[config.mk]
export PLATFORM = sky130hd
export DESIGN_NAME = msc_regs
export DESIGN_NICKNAME = d
export VERILOG_FILES = /design/src/inc/msc_pkg.sv /design/src/hw/msc_regs.sv
export VERILOG_INCLUDE_DIRS = /design/src /design/src/inc
export SDC_FILE = /design/constraint.sdc
export NUM_CORES = 1
export LEC_CHECK = 0
export BUFFER_PORTS_ARGS = -buffer_cell sky130_fd_sc_hd__buf_2
export CAP_MARGIN = 20
export CORE_ASPECT_RATIO = 2
export CORE_UTILIZATION = 61
export DETAILED_ROUTE_END_ITERATION = 8
export PLACE_DENSITY_LB_ADDON = 0.1
export SLEW_MARGIN = 5
export SYNTH_ARGS = -nofsm -noshare
export SYNTH_HDL_FRONTEND = slang
export SYNTH_SLANG_ARGS = --single-unit
[constraint.sdc]
create_clock -name CLK -period 4.3 [get_ports CLK]
set_input_delay 0.215 -clock CLK [delete_from_list [all_inputs] [get_ports CLK]]
set_output_delay 0.215 -clock CLK [all_outputs]
set_load 0.1 [all_outputs]
[src/inc/msc_defs.svh]
// Offsets, field positions, reset values and constants of the interrupt capability bank
`ifndef MSC_DEFS_SVH
`define MSC_DEFS_SVH

`define MSC_OFF_CAP_CTRL 8'h0d0
`define MSC_OFF_LOW_ADDR 8'h0d4
`define MSC_OFF_UP_ADDR 8'h0d8
`define MSC_OFF_MSG_DATA 8'h0dc
`define MSC_OFF_IRQ_STATUS 8'h0e0
`define MSC_OFF_IRQ_MASK 8'h0e4
`define MSC_OFF_LOCK 8'h0e8
`define MSC_OFF_SS_HEADER 8'h0f0
`define MSC_OFF_SS_IDENT 8'h0f4

`define MSC_MSI_CAP_ID 8'h05
`define MSC_SS_CAP_ID 8'h0d
`define MSC_MSI_NEXT_PTR 8'h00
`define MSC_SS_NEXT_PTR_RST 8'h00
`define MSC_MSG_CAPABLE 3'h0
`define MSC_WIDE_CAPABLE 1'b1

`define MSC_EN_BIT 16
`define MSC_MCE_LSB 20
`define MSC_MCE_MSB 22

`define MSC_ST_SENT 0
`define MSC_ST_DROPPED 1
`define MSC_NUM_EVENTS 2

`endif

[src/inc/msc_pkg.sv]
// Types shared by the interrupt capability bank and its bench
package msc_pkg;

  typedef struct packed {
    logic [63:0] addr;
    logic wide;
    logic [31:0] data;
    logic to_upstream;
  } msc_mwr_type;

  typedef struct packed {
    logic waitreq;
    logic [31:0] rdata;
    logic en;
    logic [2:0] mce;
    logic [29:0] low_addr;
    logic [31:0] up_addr;
    logic [15:0] payload;
    logic [7:0] ss_next;
    logic [15:0] maker;
    logic [15:0] model;
    logic lock;
    logic [1:0] status;
    logic [1:0] mask;
    logic irq;
    logic pend;
    logic mw_valid;
    msc_mwr_type mw;
  } msc_state_type;

endpackage

[src/hw/msc_regs.sv]
// Interrupt and subsystem capability register bank with message write generator
// How it works
// RQ1: Capability control low byte always reads identifier 0x5.
// RQ2: Capability control next pointer byte reads zero: last in chain.
// RQ3: Enable bit, reset zero, gates interrupt message generation.
// RQ4: Message-capable field reads zero: one message requested.
// RQ5: Message-count enable field is writable, reset zero; behaviour stays single-message.
// RQ6: Wide address capable flag always reads one.
// RQ7: Lower address holds bits 31:2, reset zero; bits 1:0 read zero.
// RQ8: Non-zero upper address gives a 64-bit message write address.
// RQ9: Zero upper address gives a 32-bit write from the lower register.
// RQ10: Every message write is routed to the upstream port.
// RQ11: Software must program addresses that route upstream, else undefined.
// RQ12: Message data holds 16 writable bits, reset zero; upper half reserved.
// RQ13: Subsystem header low byte reads identifier 0xD; upper half reserved.
// RQ14: Subsystem next pointer is lockable writable, reset zero.
// RQ15: Subsystem low half is the lockable writable card maker code.
// RQ16: Subsystem high half is the lockable writable card model code.
// RQ17: Enabled internal event emits one write of payload to programmed address.
// RQ18: Reserved bits read zero and ignore writes.
//
// Register access over Avalon-MM was chosen for this implementation.
`timescale 1ns/1ps
`default_nettype none
`include "msc_defs.svh"

module msc_regs
  import msc_pkg::*;
#(
  parameter int ADDR_W = 8
) (
  input wire logic CLK,
  input wire logic RSTN,
  input wire logic [ADDR_W-1:0] AVS_ADDRESS,
  input wire logic AVS_READ,
  input wire logic AVS_WRITE,
  input wire logic [31:0] AVS_WRITEDATA,
  input wire logic [3:0] AVS_BYTEENABLE,
  output logic [31:0] AVS_READDATA,
  output logic AVS_WAITREQUEST,
  input wire logic MSI_EVENT,
  input wire logic MW_READY,
  output logic MW_VALID,
  output msc_mwr_type MW,
  output logic IRQ
);

  msc_state_type st_r;
  msc_state_type st_nxt;

  // Byte-lane merge of a write into an old register value
  function automatic logic [31:0] bmerge(
    input logic [31:0] old,
    input logic [31:0] wd,
    input logic [3:0] be
  );
    logic [31:0] res;
    res = old;
    for (int i = 0; i < 4; i++) begin
      if (be[i]) begin
        res[i*8 +: 8] = wd[i*8 +: 8];
      end
    end
    return res;
  endfunction

  // Register offset match, byte address compared at full bus width
  function automatic logic hit(
    input logic [ADDR_W-1:0] a,
    input logic [7:0] off
  );
    return a == ADDR_W'(off);
  endfunction

  logic [31:0] cap_ctrl_word;
  logic [31:0] low_word;
  logic [31:0] data_word;
  logic [31:0] ss_hdr_word;
  logic [31:0] ss_id_word;
  logic [31:0] stat_word;
  logic [31:0] mask_word;
  logic [31:0] lock_word;

  always_comb begin
    cap_ctrl_word = {8'h00, `MSC_WIDE_CAPABLE, st_r.mce, `MSC_MSG_CAPABLE, st_r.en,
                     `MSC_MSI_NEXT_PTR, `MSC_MSI_CAP_ID}; // RQ1 RQ2 RQ4 RQ6 RQ18
    low_word = {st_r.low_addr, 2'b00}; // RQ7
    data_word = {16'h0000, st_r.payload}; // RQ12
    ss_hdr_word = {16'h0000, st_r.ss_next, `MSC_SS_CAP_ID}; // RQ13
    ss_id_word = {st_r.model, st_r.maker};
    stat_word = {30'h0000_0000, st_r.status};
    mask_word = {30'h0000_0000, st_r.mask};
    lock_word = {31'h0000_0000, st_r.lock};
  end

  logic req;
  logic wr_go;
  logic [31:0] rd_val;
  logic [31:0] wv;
  logic [1:0] ev;
  logic [1:0] w1c;
  logic msg_done;

  always_comb begin
    st_nxt = st_r;
    req = AVS_READ | AVS_WRITE;
    wr_go = AVS_WRITE & ~st_r.waitreq;
    ev = 2'b00;
    w1c = 2'b00;
    wv = 32'h0000_0000;
    msg_done = st_r.mw_valid & MW_READY;

    // Read mux; unmapped offsets read zero
    rd_val = 32'h0000_0000;
    if (hit(AVS_ADDRESS, `MSC_OFF_CAP_CTRL)) begin
      rd_val = cap_ctrl_word;
    end else if (hit(AVS_ADDRESS, `MSC_OFF_LOW_ADDR)) begin
      rd_val = low_word;
    end else if (hit(AVS_ADDRESS, `MSC_OFF_UP_ADDR)) begin
      rd_val = st_r.up_addr;
    end else if (hit(AVS_ADDRESS, `MSC_OFF_MSG_DATA)) begin
      rd_val = data_word;
    end else if (hit(AVS_ADDRESS, `MSC_OFF_IRQ_STATUS)) begin
      rd_val = stat_word;
    end else if (hit(AVS_ADDRESS, `MSC_OFF_IRQ_MASK)) begin
      rd_val = mask_word;
    end else if (hit(AVS_ADDRESS, `MSC_OFF_LOCK)) begin
      rd_val = lock_word;
    end else if (hit(AVS_ADDRESS, `MSC_OFF_SS_HEADER)) begin
      rd_val = ss_hdr_word;
    end else if (hit(AVS_ADDRESS, `MSC_OFF_SS_IDENT)) begin
      rd_val = ss_id_word;
    end

    // Two-phase answer: data and waitrequest low one cycle after the request is seen
    if (req && st_r.waitreq) begin
      st_nxt.waitreq = 1'b0;
      st_nxt.rdata = AVS_READ ? rd_val : 32'h0000_0000;
    end else begin
      st_nxt.waitreq = 1'b1;
      st_nxt.rdata = 32'h0000_0000;
    end

    // Writes take effect at the edge where waitrequest is seen low
    if (wr_go) begin
      if (hit(AVS_ADDRESS, `MSC_OFF_CAP_CTRL)) begin
        wv = bmerge(cap_ctrl_word, AVS_WRITEDATA, AVS_BYTEENABLE);
        st_nxt.en = wv[`MSC_EN_BIT]; // RQ3
        st_nxt.mce = wv[`MSC_MCE_MSB:`MSC_MCE_LSB]; // RQ5
      end
      if (hit(AVS_ADDRESS, `MSC_OFF_LOW_ADDR)) begin
        wv = bmerge(low_word, AVS_WRITEDATA, AVS_BYTEENABLE);
        st_nxt.low_addr = wv[31:2]; // RQ7
      end
      if (hit(AVS_ADDRESS, `MSC_OFF_UP_ADDR)) begin
        st_nxt.up_addr = bmerge(st_r.up_addr, AVS_WRITEDATA, AVS_BYTEENABLE);
      end
      if (hit(AVS_ADDRESS, `MSC_OFF_MSG_DATA)) begin
        wv = bmerge(data_word, AVS_WRITEDATA, AVS_BYTEENABLE);
        st_nxt.payload = wv[15:0]; // RQ12 RQ18
      end
      if (hit(AVS_ADDRESS, `MSC_OFF_IRQ_STATUS)) begin
        wv = bmerge(32'h0000_0000, AVS_WRITEDATA, AVS_BYTEENABLE);
        w1c = wv[1:0];
      end
      if (hit(AVS_ADDRESS, `MSC_OFF_IRQ_MASK)) begin
        wv = bmerge(mask_word, AVS_WRITEDATA, AVS_BYTEENABLE);
        st_nxt.mask = wv[1:0];
      end
      if (hit(AVS_ADDRESS, `MSC_OFF_LOCK)) begin
        wv = bmerge(lock_word, AVS_WRITEDATA, AVS_BYTEENABLE);
        st_nxt.lock = wv[0];
      end
      // Lock freezes the subsystem fields so firmware values survive host writes
      if (hit(AVS_ADDRESS, `MSC_OFF_SS_HEADER) && !st_r.lock) begin
        wv = bmerge(ss_hdr_word, AVS_WRITEDATA, AVS_BYTEENABLE);
        st_nxt.ss_next = wv[15:8]; // RQ14
      end
      if (hit(AVS_ADDRESS, `MSC_OFF_SS_IDENT) && !st_r.lock) begin
        wv = bmerge(ss_id_word, AVS_WRITEDATA, AVS_BYTEENABLE);
        st_nxt.maker = wv[15:0]; // RQ15
        st_nxt.model = wv[31:16]; // RQ16
      end
    end

    // Message generator: one outstanding write; events while one is owed merge
    if (msg_done) begin
      st_nxt.mw_valid = 1'b0;
      ev[`MSC_ST_SENT] = 1'b1;
    end
    if (MSI_EVENT) begin
      if (st_r.en) begin
        st_nxt.pend = 1'b1; // RQ3 RQ17
      end else begin
        ev[`MSC_ST_DROPPED] = 1'b1; // RQ3
      end
    end
    if (st_r.pend && st_r.en && (!st_r.mw_valid || msg_done)) begin
      st_nxt.pend = MSI_EVENT;
      st_nxt.mw_valid = 1'b1; // RQ17
      st_nxt.mw.wide = st_r.up_addr != 32'h0000_0000; // RQ8 RQ9
      if (st_r.up_addr != 32'h0000_0000) begin
        st_nxt.mw.addr = {st_r.up_addr, st_r.low_addr, 2'b00}; // RQ8
      end else begin
        st_nxt.mw.addr = {32'h0000_0000, st_r.low_addr, 2'b00}; // RQ9
      end
      // Only one message is ever allocated, so the count field never alters data
      st_nxt.mw.data = {16'h0000, st_r.payload}; // RQ5 RQ12
      st_nxt.mw.to_upstream = 1'b1; // RQ10 RQ11
    end
    if (!st_r.en) begin
      st_nxt.pend = 1'b0;
    end

    // Sticky status: a new event wins over a clear in the same cycle
    st_nxt.status = (st_r.status & ~w1c) | ev;
    st_nxt.irq = |(st_nxt.status & st_nxt.mask);
  end

  always_ff @(posedge CLK or negedge RSTN) begin
    if (!RSTN) begin
      st_r <= '0;
      st_r.waitreq <= 1'b1;
      st_r.ss_next <= `MSC_SS_NEXT_PTR_RST; // RQ14
    end else begin
      st_r <= st_nxt;
    end
  end

  assign AVS_READDATA = st_r.rdata;
  assign AVS_WAITREQUEST = st_r.waitreq;
  assign MW_VALID = st_r.mw_valid;
  assign MW = st_r.mw;
  assign IRQ = st_r.irq;

endmodule

`default_nettype wire

==> impl_results.md, run 1 <==
- FILL cells: 1306
- Die Span X: 97.6 um
- Endpoints failing hold: 0
- Initial antenna violation count: 0
- Port Buffers: 164
- DP HPWL: 18800 um
- Worst-Margin Slew: 1.07 ns
- Global route total overflow: 0
- Critical path required time: 4.69 ns
- Fmax achieved: 0.392 GHz
- Largest net degree at the start of global routing: 135
- # resized after CTS: 0
- WL per Instance: 22.1 um
- Max Cap Viol: 0
- TritonCTS buffer count: 21
- Cell area after layout: 12200 um2
- Die area: 18900 um2
- Count of final setup violators: 0
- RSZ-0062 raised after global routing: no
- CP max FO: 8
- GPL Wtd Cong: 0.894
- ANT nets after route: 0
- Rows: 69
- Crit Path Category: reg2reg
- Post-Place Cells: 1129
- # IOs: 183
- EDFF count, synth: 0
- Yosys reg bits: 243
- Gate Count Post-Synth: 887
- Final Hold Slack: 0.0123 ns
- Synthesized cell area: 11100 um2
- CP endpoint kind: register
- Distinct cell type count after synthesis: 53
- CTS tree: yes
- First-pass GRT wire length: 41100 um
- Vias/cell: 5.89
- Pleak: 6.29 nW
- H-tree lvl count: 1
- Clock latency at the later pin of the worst-skew pair: 0.51 ns
- Initial Utilization: 62.7%
- Max-slew violations: 0
- Final Routed Wirelength: 26300 um
- Final Skew: 0.00716 ns
- Critical Path AT: 2.94 ns
- Vias in the first global route: 7496
- Post-Syn Area per Cell: 12.6 um2
- Sequential cell area fraction in the yosys report: 54.6%
- Clock Path Buffers: 3
- Setup TNS: 0 ns
- YS warnings: 0
- Layout cells sized above 1: 43.9%
- Final std cells w/o fill: 1191
- Post-synth ARST share: 100%
- Via count: 7012
- PwrDens: 377 nW/um2
- DRT Pass-1 Iters: 5
- Tmin final: 2.55 ns
- Setup Buffers After CTS: 0
- Max-slew headroom: 28.7%
- Worst setup margin: 1.75 ns
- Nets: 1014
- TritonCTS Sinks: 243
- Worst setup SP type: register
- Final worst path period share: 59.4%
- Outcome: finished clean
- Clk pin slew, worst setup/hold paths: 0.07 ns
- Layout area overhead: 9.78%
- Root Buffer: clkbuf_16
- Placement-stage cell area: 11300 um2
- Total GRT Usage: 28.2%
- DRC Markers: 0
- Prevailing post-synth register cell: dfrtp_1
- Max rail drop VDD: 0.378 mV
- Drt initial violations: 379
- Hold WC Path Type: in2reg
- Antenna cells: 0
- Setup WS pre-CTS: 1.44 ns
- Core Area: 17800 um2
- Die H: 193 um
Yosys cell counts (all sizes together) (2+ instances only):
library cell	count	area (um2)
a21oi	54	270
nor3	17	156
mux2	201	2260
o21ai	22	110
and4b	2	20.0
clkbuf	20	75.1
nand3	10	70.1
o32a	8	80.1
nor2	46	180
a31oi	3	18.8
nand4	3	18.8
buf	139	1020
nor4	11	98.8
or2	2	12.5
inv	10	37.5
a2111oi	9	88.8
mux2i	12	120
dfrtp	242	6060
and2	2	12.5
nor2b	12	75.1
nand2	39	149
nand2b	2	12.5
a221oi	3	26.3
layout make-up:
class                           count  area (um2)  area share (%)
Multi-Input combinational cell    491        4000            32.7
Clock buffer                       26         564            4.61
Tap cell                          213         267            2.18
Timing Repair Buffer              196        1130            9.26
Sequential cell                   243        6080            49.7
Clock inverter                     11         153            1.25
Inverter                           11        41.3           0.337
worst max-delay path, cell delays in order (launching register included):
cell and delay (ns):
dfstp_2 0.41, nor2b_1 0.58, nand2_1 0.36, nor4_4 0.66, mux2_2 0.42
cell families after synthesis:
group	share of synthesized area, %
DFF	54.6
muxes	21.4
buffers and inverters	10.2
and+or+nand+nor	7.99
AOI/OAI and AO/OA	5.81
other	0.0336
cells in the final DEF (no fill, tap or decap), drive strengths merged, types with 3 or more instances in the layout:
cell           n
dfrtp        242
mux2         201
buf          171
a21oi         54
nor2          46
nand2         39
clkbuf        26
dlygate4sd3   25
o21ai         22
conb          18
nor3          17
inv           14
nor2b         12
mux2i         12
nor4          11
nand3         10
a2111oi        9
o32a           8
clkinv         5
nand4          3
a221oi         3
a31oi          3
bufinv         3
final timing paths:
check                            startpoint  cells after the start  slack [ns]        endpoint
hold reg to reg                       MW[0]                      1        0.47           MW[0]
setup / recovery            AVS_WAITREQUEST                      4        1.75  ss_hdr_word[9]
setup reg to reg            AVS_WAITREQUEST                      4        1.75  ss_hdr_word[9]
hold / removal             AVS_WRITEDATA[4]                      2        0.01    data_word[4]
max in group asynchronous              RSTN                      3        2.72    data_word[1]
min in group asynchronous              RSTN                      2        0.43          MW[52]
where the power goes:
| group | switching, mW | internal, mW | leakage [nW] |
|---|---|---|---|
| registers | 0.0204 | 2.31 | 3.35 |
| logic | 0.235 | 0.0785 | 2.58 |
| clock network | 0.846 | 1.13 | 0.353 |
flip-flops by register name, indices dropped and copies added (netlist names), 2 cells and up:
register,count
data_word,16
st_r,35
low_word,30
cap_ctrl_word,4
AVS_READDATA,32
ss_id_word,32
ss_hdr_word,8
MW,80
mask_word,2
routing by layer:
metal | routed length [um] | track usage [%] | part of all wire [%] | vias to the layer above
met2 | 14600 | 53.6 | 56 | 259
met5 | 0 | 0 | 0 | -
met3 | 1130 | 3.53 | 4.3 | 83
met1 | 9170 | 30.1 | 35 | 3541
met4 | 1370 | 15.4 | 5.2 | 0
li1 | - | - | - | 3129
timing repair:
item	CTS	global route
setup endpoints to repair	0	0
hold buffers	25	0
hold endpoints to repair	193	0
metrics by stage:
stage | utilization, % | total power, mW
final | 68.8 | 4.62
after global routing | 68.8 | 4.76
after CTS | 68.8 | 4.65
after detailed placement | 63.4 | 2.66
after global placement | 63.4 | 2.66
after floorplan | - | 2.55
No activity file was read; power rests on OpenSTA's default activity.
==> run 2, diff against run 1 <==
Settings changed: ABC_AREA set to 1, CORE_UTILIZATION 61 to 56.
Clock period 4.3 ns to 2.35 ns, I/O delays scaled along.
==> run 2 against run 1 <==
First-iteration DRC count down 4.5%; critical path depth up 2; final cell count up 32%; synthesized cell count up 38%; core utilization down 4.9 points; sequential share of layout area up 0.81 points; die area up 5.3%; non-clock buffer count up 25; sequential power up 82%; total power up 80%; critical endpoint is now AVS_READDATA[7].
==> impl_results.md, run 2 <==
- Count of final setup violators: 0
- Synthesized cell area: 10800 um2
- First-pass GRT wire length: 40700 um
- Worst setup margin: 0.267 ns
- Post-Place Cells: 1500
- # resized after CTS: 0
- Gate Count Post-Synth: 1220
- Initial Utilization: 57.2%
- Largest cells by area after synthesis: dfrtp_1, nand2_1, buf_4
- Post-synth top area share: 56.2%
- ANT nets after route: 0
- Yosys reg bits: 243
- Most common cell in the netlist: nand2_1
- Worst setup path start: AVS_WAITREQUEST
- Port Buffers: 164
- Die Span X: 100 um
- Worst-Margin Slew: 0.815 ns
- Initial antenna violation count: 0
- Post-synth top area cell: dfrtp_1
- Layout cells sized above 1: 18.4%
- WL per Instance: 16.3 um
- Worst R2R Setup Slack: 0.27 ns
- CTS Hold Bufs: 36
- Hold WC Path Type: in2reg
- Final Skew: 0.00948 ns
- Fmax achieved: 0.480 GHz
- Tmin final: 2.08 ns
- Largest net degree at the start of global routing: 79
- Max reg flops: 80
- Critical Path AT: 2.49 ns
- Die area: 19800 um2
- Max Cap Viol: 0
- Crit path to: AVS_READDATA[7]
- Worst flop-to-flop path startpoint: AVS_WAITREQUEST
- Core Area: 18800 um2
- Sequential cell area fraction in the yosys report: 56.4%
- Vias/cell: 5.09
- Die H: 198 um
- CP max-delay cell: inv_1
- EDFF count, synth: 0
- # IOs: 183
- Combinational power share: 6.0%
- DP HPWL: 17800 um
- DRT Pass-1 Iters: 5
- Commonest cells after routing, fill and taps aside: nand2_1, dfrtp_1, buf_2, o21ai_0, inv_1
- Via count: 8002
- Final Routed Wirelength: 25700 um
- Cell depth of the worst flop-to-flop path: 6
- Rows: 71
- Max rail drop VDD: 0.626 mV
- Switch Pwr: 1.91 mW
- CP max FO: 21
- Root Buffer: clkbuf_16
- Fin util: 63.9%
- Setup Buffers After CTS: 0
- Setup TNS: 0 ns
- Final worst path period share: 88.6%
- RSZ-0062 raised after global routing: no
- Clock Path Buffers: 3
- Drt initial violations: 362
- Critical-path cell list: o21ai_0 -> nor2_2 -> nand2_2 -> inv_1 -> o21ai_0 -> a41oi_1
- Distinct cell type count after synthesis: 33
- Prevailing post-synth register cell: dfrtp_1
- CP endpoint kind: register
- Switching part of the total: 23.0%
- PwrDens: 690 nW/um2
- Antenna cells: 0
- Total GRT Usage: 26.7%
- Flop pwr share: 50.9%
- Post-Syn Area per Cell: 8.84 um2
- CP most frequent cell: o21ai_0
- Layout area overhead: 11.7%
- Global route total overflow: 0
- YS warnings: 0
- Outcome: finished clean
- TritonCTS Sinks: 243
- Pleak: 6.44 nW
- Clk pwr share: 43.1%
- H-tree lvl count: 1
- Clock latency at the later pin of the worst-skew pair: 0.50 ns
- CTS tree: yes
- Critical path required time: 2.75 ns
- GPL Wtd Cong: 0.894
- Worst R2R End: AVS_READDATA[7]
- DRC Markers: 0
- Nets: 1354
- Setup WS pre-CTS: 0.244 ns
- Post-synth ARST share: 100%
- Max-slew headroom: 45.1%
- Final std cells w/o fill: 1573
- Clk pin slew, worst setup/hold paths: 0.07 ns
- Max-slew violations: 0
- Worst setup SP type: register
- Slowest stage delay, CP: 0.60 ns
- Most common cell after layout, fill and taps aside: nand2_1
- Synth top cells by count: nand2_1, dfrtp_1, o21ai_0
- Crit Path Category: reg2reg
- Pint: 6.40 mW
- Endpoints failing hold: 0
- Vias in the first global route: 7942
- TritonCTS buffer count: 21
run 2: changes by cell type in the layout (fill, tap and decap cells not counted), moves of 11 or more:
cell,before,now
nor2b_1,12,0
nand2_1,38,462
a31oi_1,3,21
mux2i_1,12,0
mux2_2,201,0
dlygate4sd3_1,25,36
inv_1,10,61
o21ai_0,22,160
nor2_1,42,15
a21oi_1,54,21
run 2: area by class of cell:
class                   count  area (um2)
well taps                 255         319
inverters                  66         250
fillers                  1714        6790
flip-flops and latches    243        6080
repair buffers            221        1410
clock buffers              32         627
clock inverters             5        77.6
multi-input cells         751        3270
run 2: worst min-delay path by stage:
| stage | end | depth (start not counted) | slack, ns | startpoint |
|---|---|---|---|---|
| 2_1_floorplan | AVS_READDATA[0] | 0 | -0.18 | RSTN |
| 3_3_place_gp | MW[41] | 1 | 0.15 | RSTN |
| 3_5_place_dp | MW[41] | 1 | 0.16 | RSTN |
| 4_1_cts | st_r[163] | 3 | 0.03 | AVS_WRITEDATA[1] |
| 5_1_grt | st_r[163] | 3 | 0.05 | AVS_WRITEDATA[1] |
| 6_report | st_r[163] | 3 | 0.04 | AVS_WRITEDATA[1] |
run 2: critical path: cells and delay by family (launching register included):
family | cells | cell delay, ns
and+or+nand+nor | 2 | 0.30
buffers and inverters | 1 | 0.60
AOI/OAI and AO/OA | 3 | 0.56
DFF | 1 | 0.54
run 2: routing by layer:
metal | vias up | GRT usage, % | share of wire, %
met5 | - | 0 | 0
met1 | 3804 | 30.8 | 39
li1 | 3909 | - | -
met3 | 73 | 2.47 | 3.5
met4 | 0 | 13.5 | 4.9
met2 | 216 | 48.6 | 53
run 2: power groups by stage:
stage | Clock, mW | Sequential (mW) | Combinational [mW]
floorplan | 0 | 4.32 | 0.261
global placement | 0 | 4.31 | 0.452
CTS | 3.64 | 4.23 | 0.506
detailed placement | 0 | 4.31 | 0.458
global route | 3.80 | 4.23 | 0.547
finish | 3.58 | 4.23 | 0.501
run 2: cell families (layout without fill, tap and decap cells):
kind of cell / Yosys count / count (layout) / share of synthesized area (%)
and+or+nand+nor: 516 / 516 / 19.0
buffers and inverters: 243 / 324 / 13.9
other: 1 / 18 / 0.0348
AOI/OAI and AO/OA: 217 / 217 / 10.6
DFF: 243 / 243 / 56.4
run 2: per-stage QoR:
stage / total power [mW] / hold WS (ns) / instance area, um2
after floorplan: 4.58 / -0.178 / 10800
after global placement: 4.76 / 0.154 / 11000
after detailed placement: 4.77 / 0.156 / 11000
after CTS: 8.38 / 0.0270 / 12000
after global routing: 8.58 / 0.0474 / 12000
final: 8.31 / 0.0407 / 12000
==> run 3, diff against run 2 <==
Settings changed: BUFFER_PORTS_ARGS -buffer_cell sky130_fd_sc_hd__buf_2 to -buffer_cell sky130_fd_sc_hd__clkbuf_2, CORE_UTILIZATION 56 to 63, CTS_BUF_LIST set to sky130_fd_sc_hd__clkbuf_8.
Clock period 2.35 ns to 2.66 ns, I/O delays scaled along.
==> run 3 against run 2 <==
Die area down 11%; combinational power is 14% lower; clock power shrank 20%; hold slack lost 0.0079 ns; cell area down 1.4%; total power down 15%; critical path type unchanged; critical endpoint is now AVS_READDATA[13].
==> impl_results.md, run 3 (synthesized netlist as in run 2, its figures left out) <==
- Setup TNS: 0 ns
- TritonCTS buffer count: 34
- CP endpoint kind: register
- GPL Wtd Cong: 0.861
- Switching part of the total: 24.1%
- Largest net degree at the start of global routing: 95
- Antenna cells: 0
- Tmin final: 1.98 ns
- # IOs: 183
- DRT Pass-1 Iters: 5
- CTS tree: yes
- Max-slew headroom: 38.2%
- # resized after CTS: 0
- RSZ-0062 raised after global routing: no
- Nets: 1361
- Flop pwr share: 53.2%
- PwrDens: 592 nW/um2
- Combinational power share: 6.2%
- Die H: 187 um
- First-pass GRT wire length: 41100 um
- Critical Path AT: 2.38 ns
- TritonCTS Sinks: 243
- Final Routed Wirelength: 25400 um
- Pleak: 6.35 nW
- Setup WS pre-CTS: 0.717 ns
- Final std cells w/o fill: 1542
- Endpoints failing hold: 0
- Final worst path period share: 74.3%
- Critical path required time: 3.06 ns
- Layout area overhead: 10.2%
- CP max FO: 21
- Worst setup margin: 0.685 ns
- Root Buffer: clkbuf_8
- Outcome: finished clean
- ANT nets after route: 0
- Via count: 8133
- Clock Path Buffers: 3
- Switch Pwr: 1.70 mW
- Clk pwr share: 40.7%
- Max reg flops: 80
- Die Span X: 94.5 um
- Worst setup SP type: register
- Layout cells sized above 1: 18.9%
- Initial Utilization: 64.3%
- Port Buffers: 164
- Clk pin slew, worst setup/hold paths: 0.07 ns
- DP HPWL: 17300 um
- Vias/cell: 5.27
- Die area: 17700 um2
- Crit Path Category: reg2reg
- Fin util: 70.8%
- Max rail drop VDD: 0.494 mV
- Most common cell after layout, fill and taps aside: nand2_1
- WL per Instance: 16.5 um
- Max-slew violations: 0
- Max Cap Viol: 0
- Global route total overflow: 0
- Fmax achieved: 0.506 GHz
- Commonest cells after routing, fill and taps aside: nand2_1, dfrtp_1, clkbuf_2, o21ai_0, inv_1
- Rows: 67
- Total GRT Usage: 30.2%
- Drt initial violations: 434
- DRC Markers: 0
- Pint: 5.34 mW
- H-tree lvl count: 2
- Post-Place Cells: 1445
- FILL cells: 1347
- Clock latency at the later pin of the worst-skew pair: 0.50 ns
- Worst-Margin Slew: 0.927 ns
- Initial antenna violation count: 0
- Vias in the first global route: 8334
- Final Skew: 0.0131 ns
- Count of final setup violators: 0
- Hold WC Path Type: in2reg
- Core Area: 16800 um2
[run 3: cell types whose count changed in the layout (fill, tap and decap cells not counted), sizes merged, moves of 2 or more]
cell / previous run / this run
inv: 66 / 77
buf: 185 / 15
bufinv: 2 / 0
clkbuf: 32 / 208
clkinv: 2 / 4
[run 3: layer usage]
metal	vias up	GRT usage, %	part of all wire [%]
met5	-	0	0
met4	0	14.7	4.6
met3	76	3.78	4.6
met2	283	53.6	53
met1	3860	35.3	38
li1	3914	-	-
[run 3: timing repair]
item,in CTS,in global routing
setup buffers,0,0
hold buffers,37,0
hold endpoints to repair,196,0
[run 3: final timing paths]
| check | from | endpoint | slack (ns) | cells after the start |
|---|---|---|---|---|
| setup / recovery | AVS_WAITREQUEST | AVS_READDATA[13] | 0.68 | 7 |
| max in group asynchronous | RSTN | MW[2] | 1.58 | 3 |
| min in group asynchronous | RSTN | MW[41] | 0.25 | 2 |
| hold reg to reg | MW[72] | MW[72] | 0.48 | 2 |
| hold / removal | AVS_WRITEDATA[1] | data_word[1] | 0.03 | 3 |
| setup reg to reg | AVS_WAITREQUEST | AVS_READDATA[13] | 0.68 | 7 |
[run 3: per-stage QoR]
stage / hold WS [ns] / instance area [um2] / total power [mW]
after CTS: 0.00780 / 11900 / 7.08
after detailed placement: 0.213 / 10800 / 4.20
after global placement: 0.204 / 10800 / 4.20
after global routing: 0.0197 / 11900 / 7.27
final: 0.0328 / 11900 / 7.04
after floorplan: -0.163 / 10800 / 4.05
[run 3: area by class of cell]
class	count	area [um2]	area share, %
sequential	243	6080	51.2
clock buffer	45	619	5.21
tap	207	259	2.18
timing repair buffer	215	1330	11.2
inverter	66	250	2.11
multi-input combinational	751	3270	27.6
clock inverter	15	61.3	0.516
[run 3: power by group through the flow]
stage | clock, mW | sequential (mW) | combinational [mW]
after floorplan | 0 | 3.82 | 0.230
after global placement | 0 | 3.81 | 0.389
after detailed placement | 0 | 3.81 | 0.392
after CTS | 2.90 | 3.74 | 0.436
after global routing | 3.06 | 3.74 | 0.472
final | 2.86 | 3.74 | 0.433
[run 3: worst max-delay path, stage by stage (launching register included)]
cell and delay (ns):
dfstp_2 0.54, o21ai_0 0.15, nor2_2 0.32, nand2_2 0.16, inv_1 0.08, buf_4 0.26, o21ai_0 0.13, a31oi_1 0.22
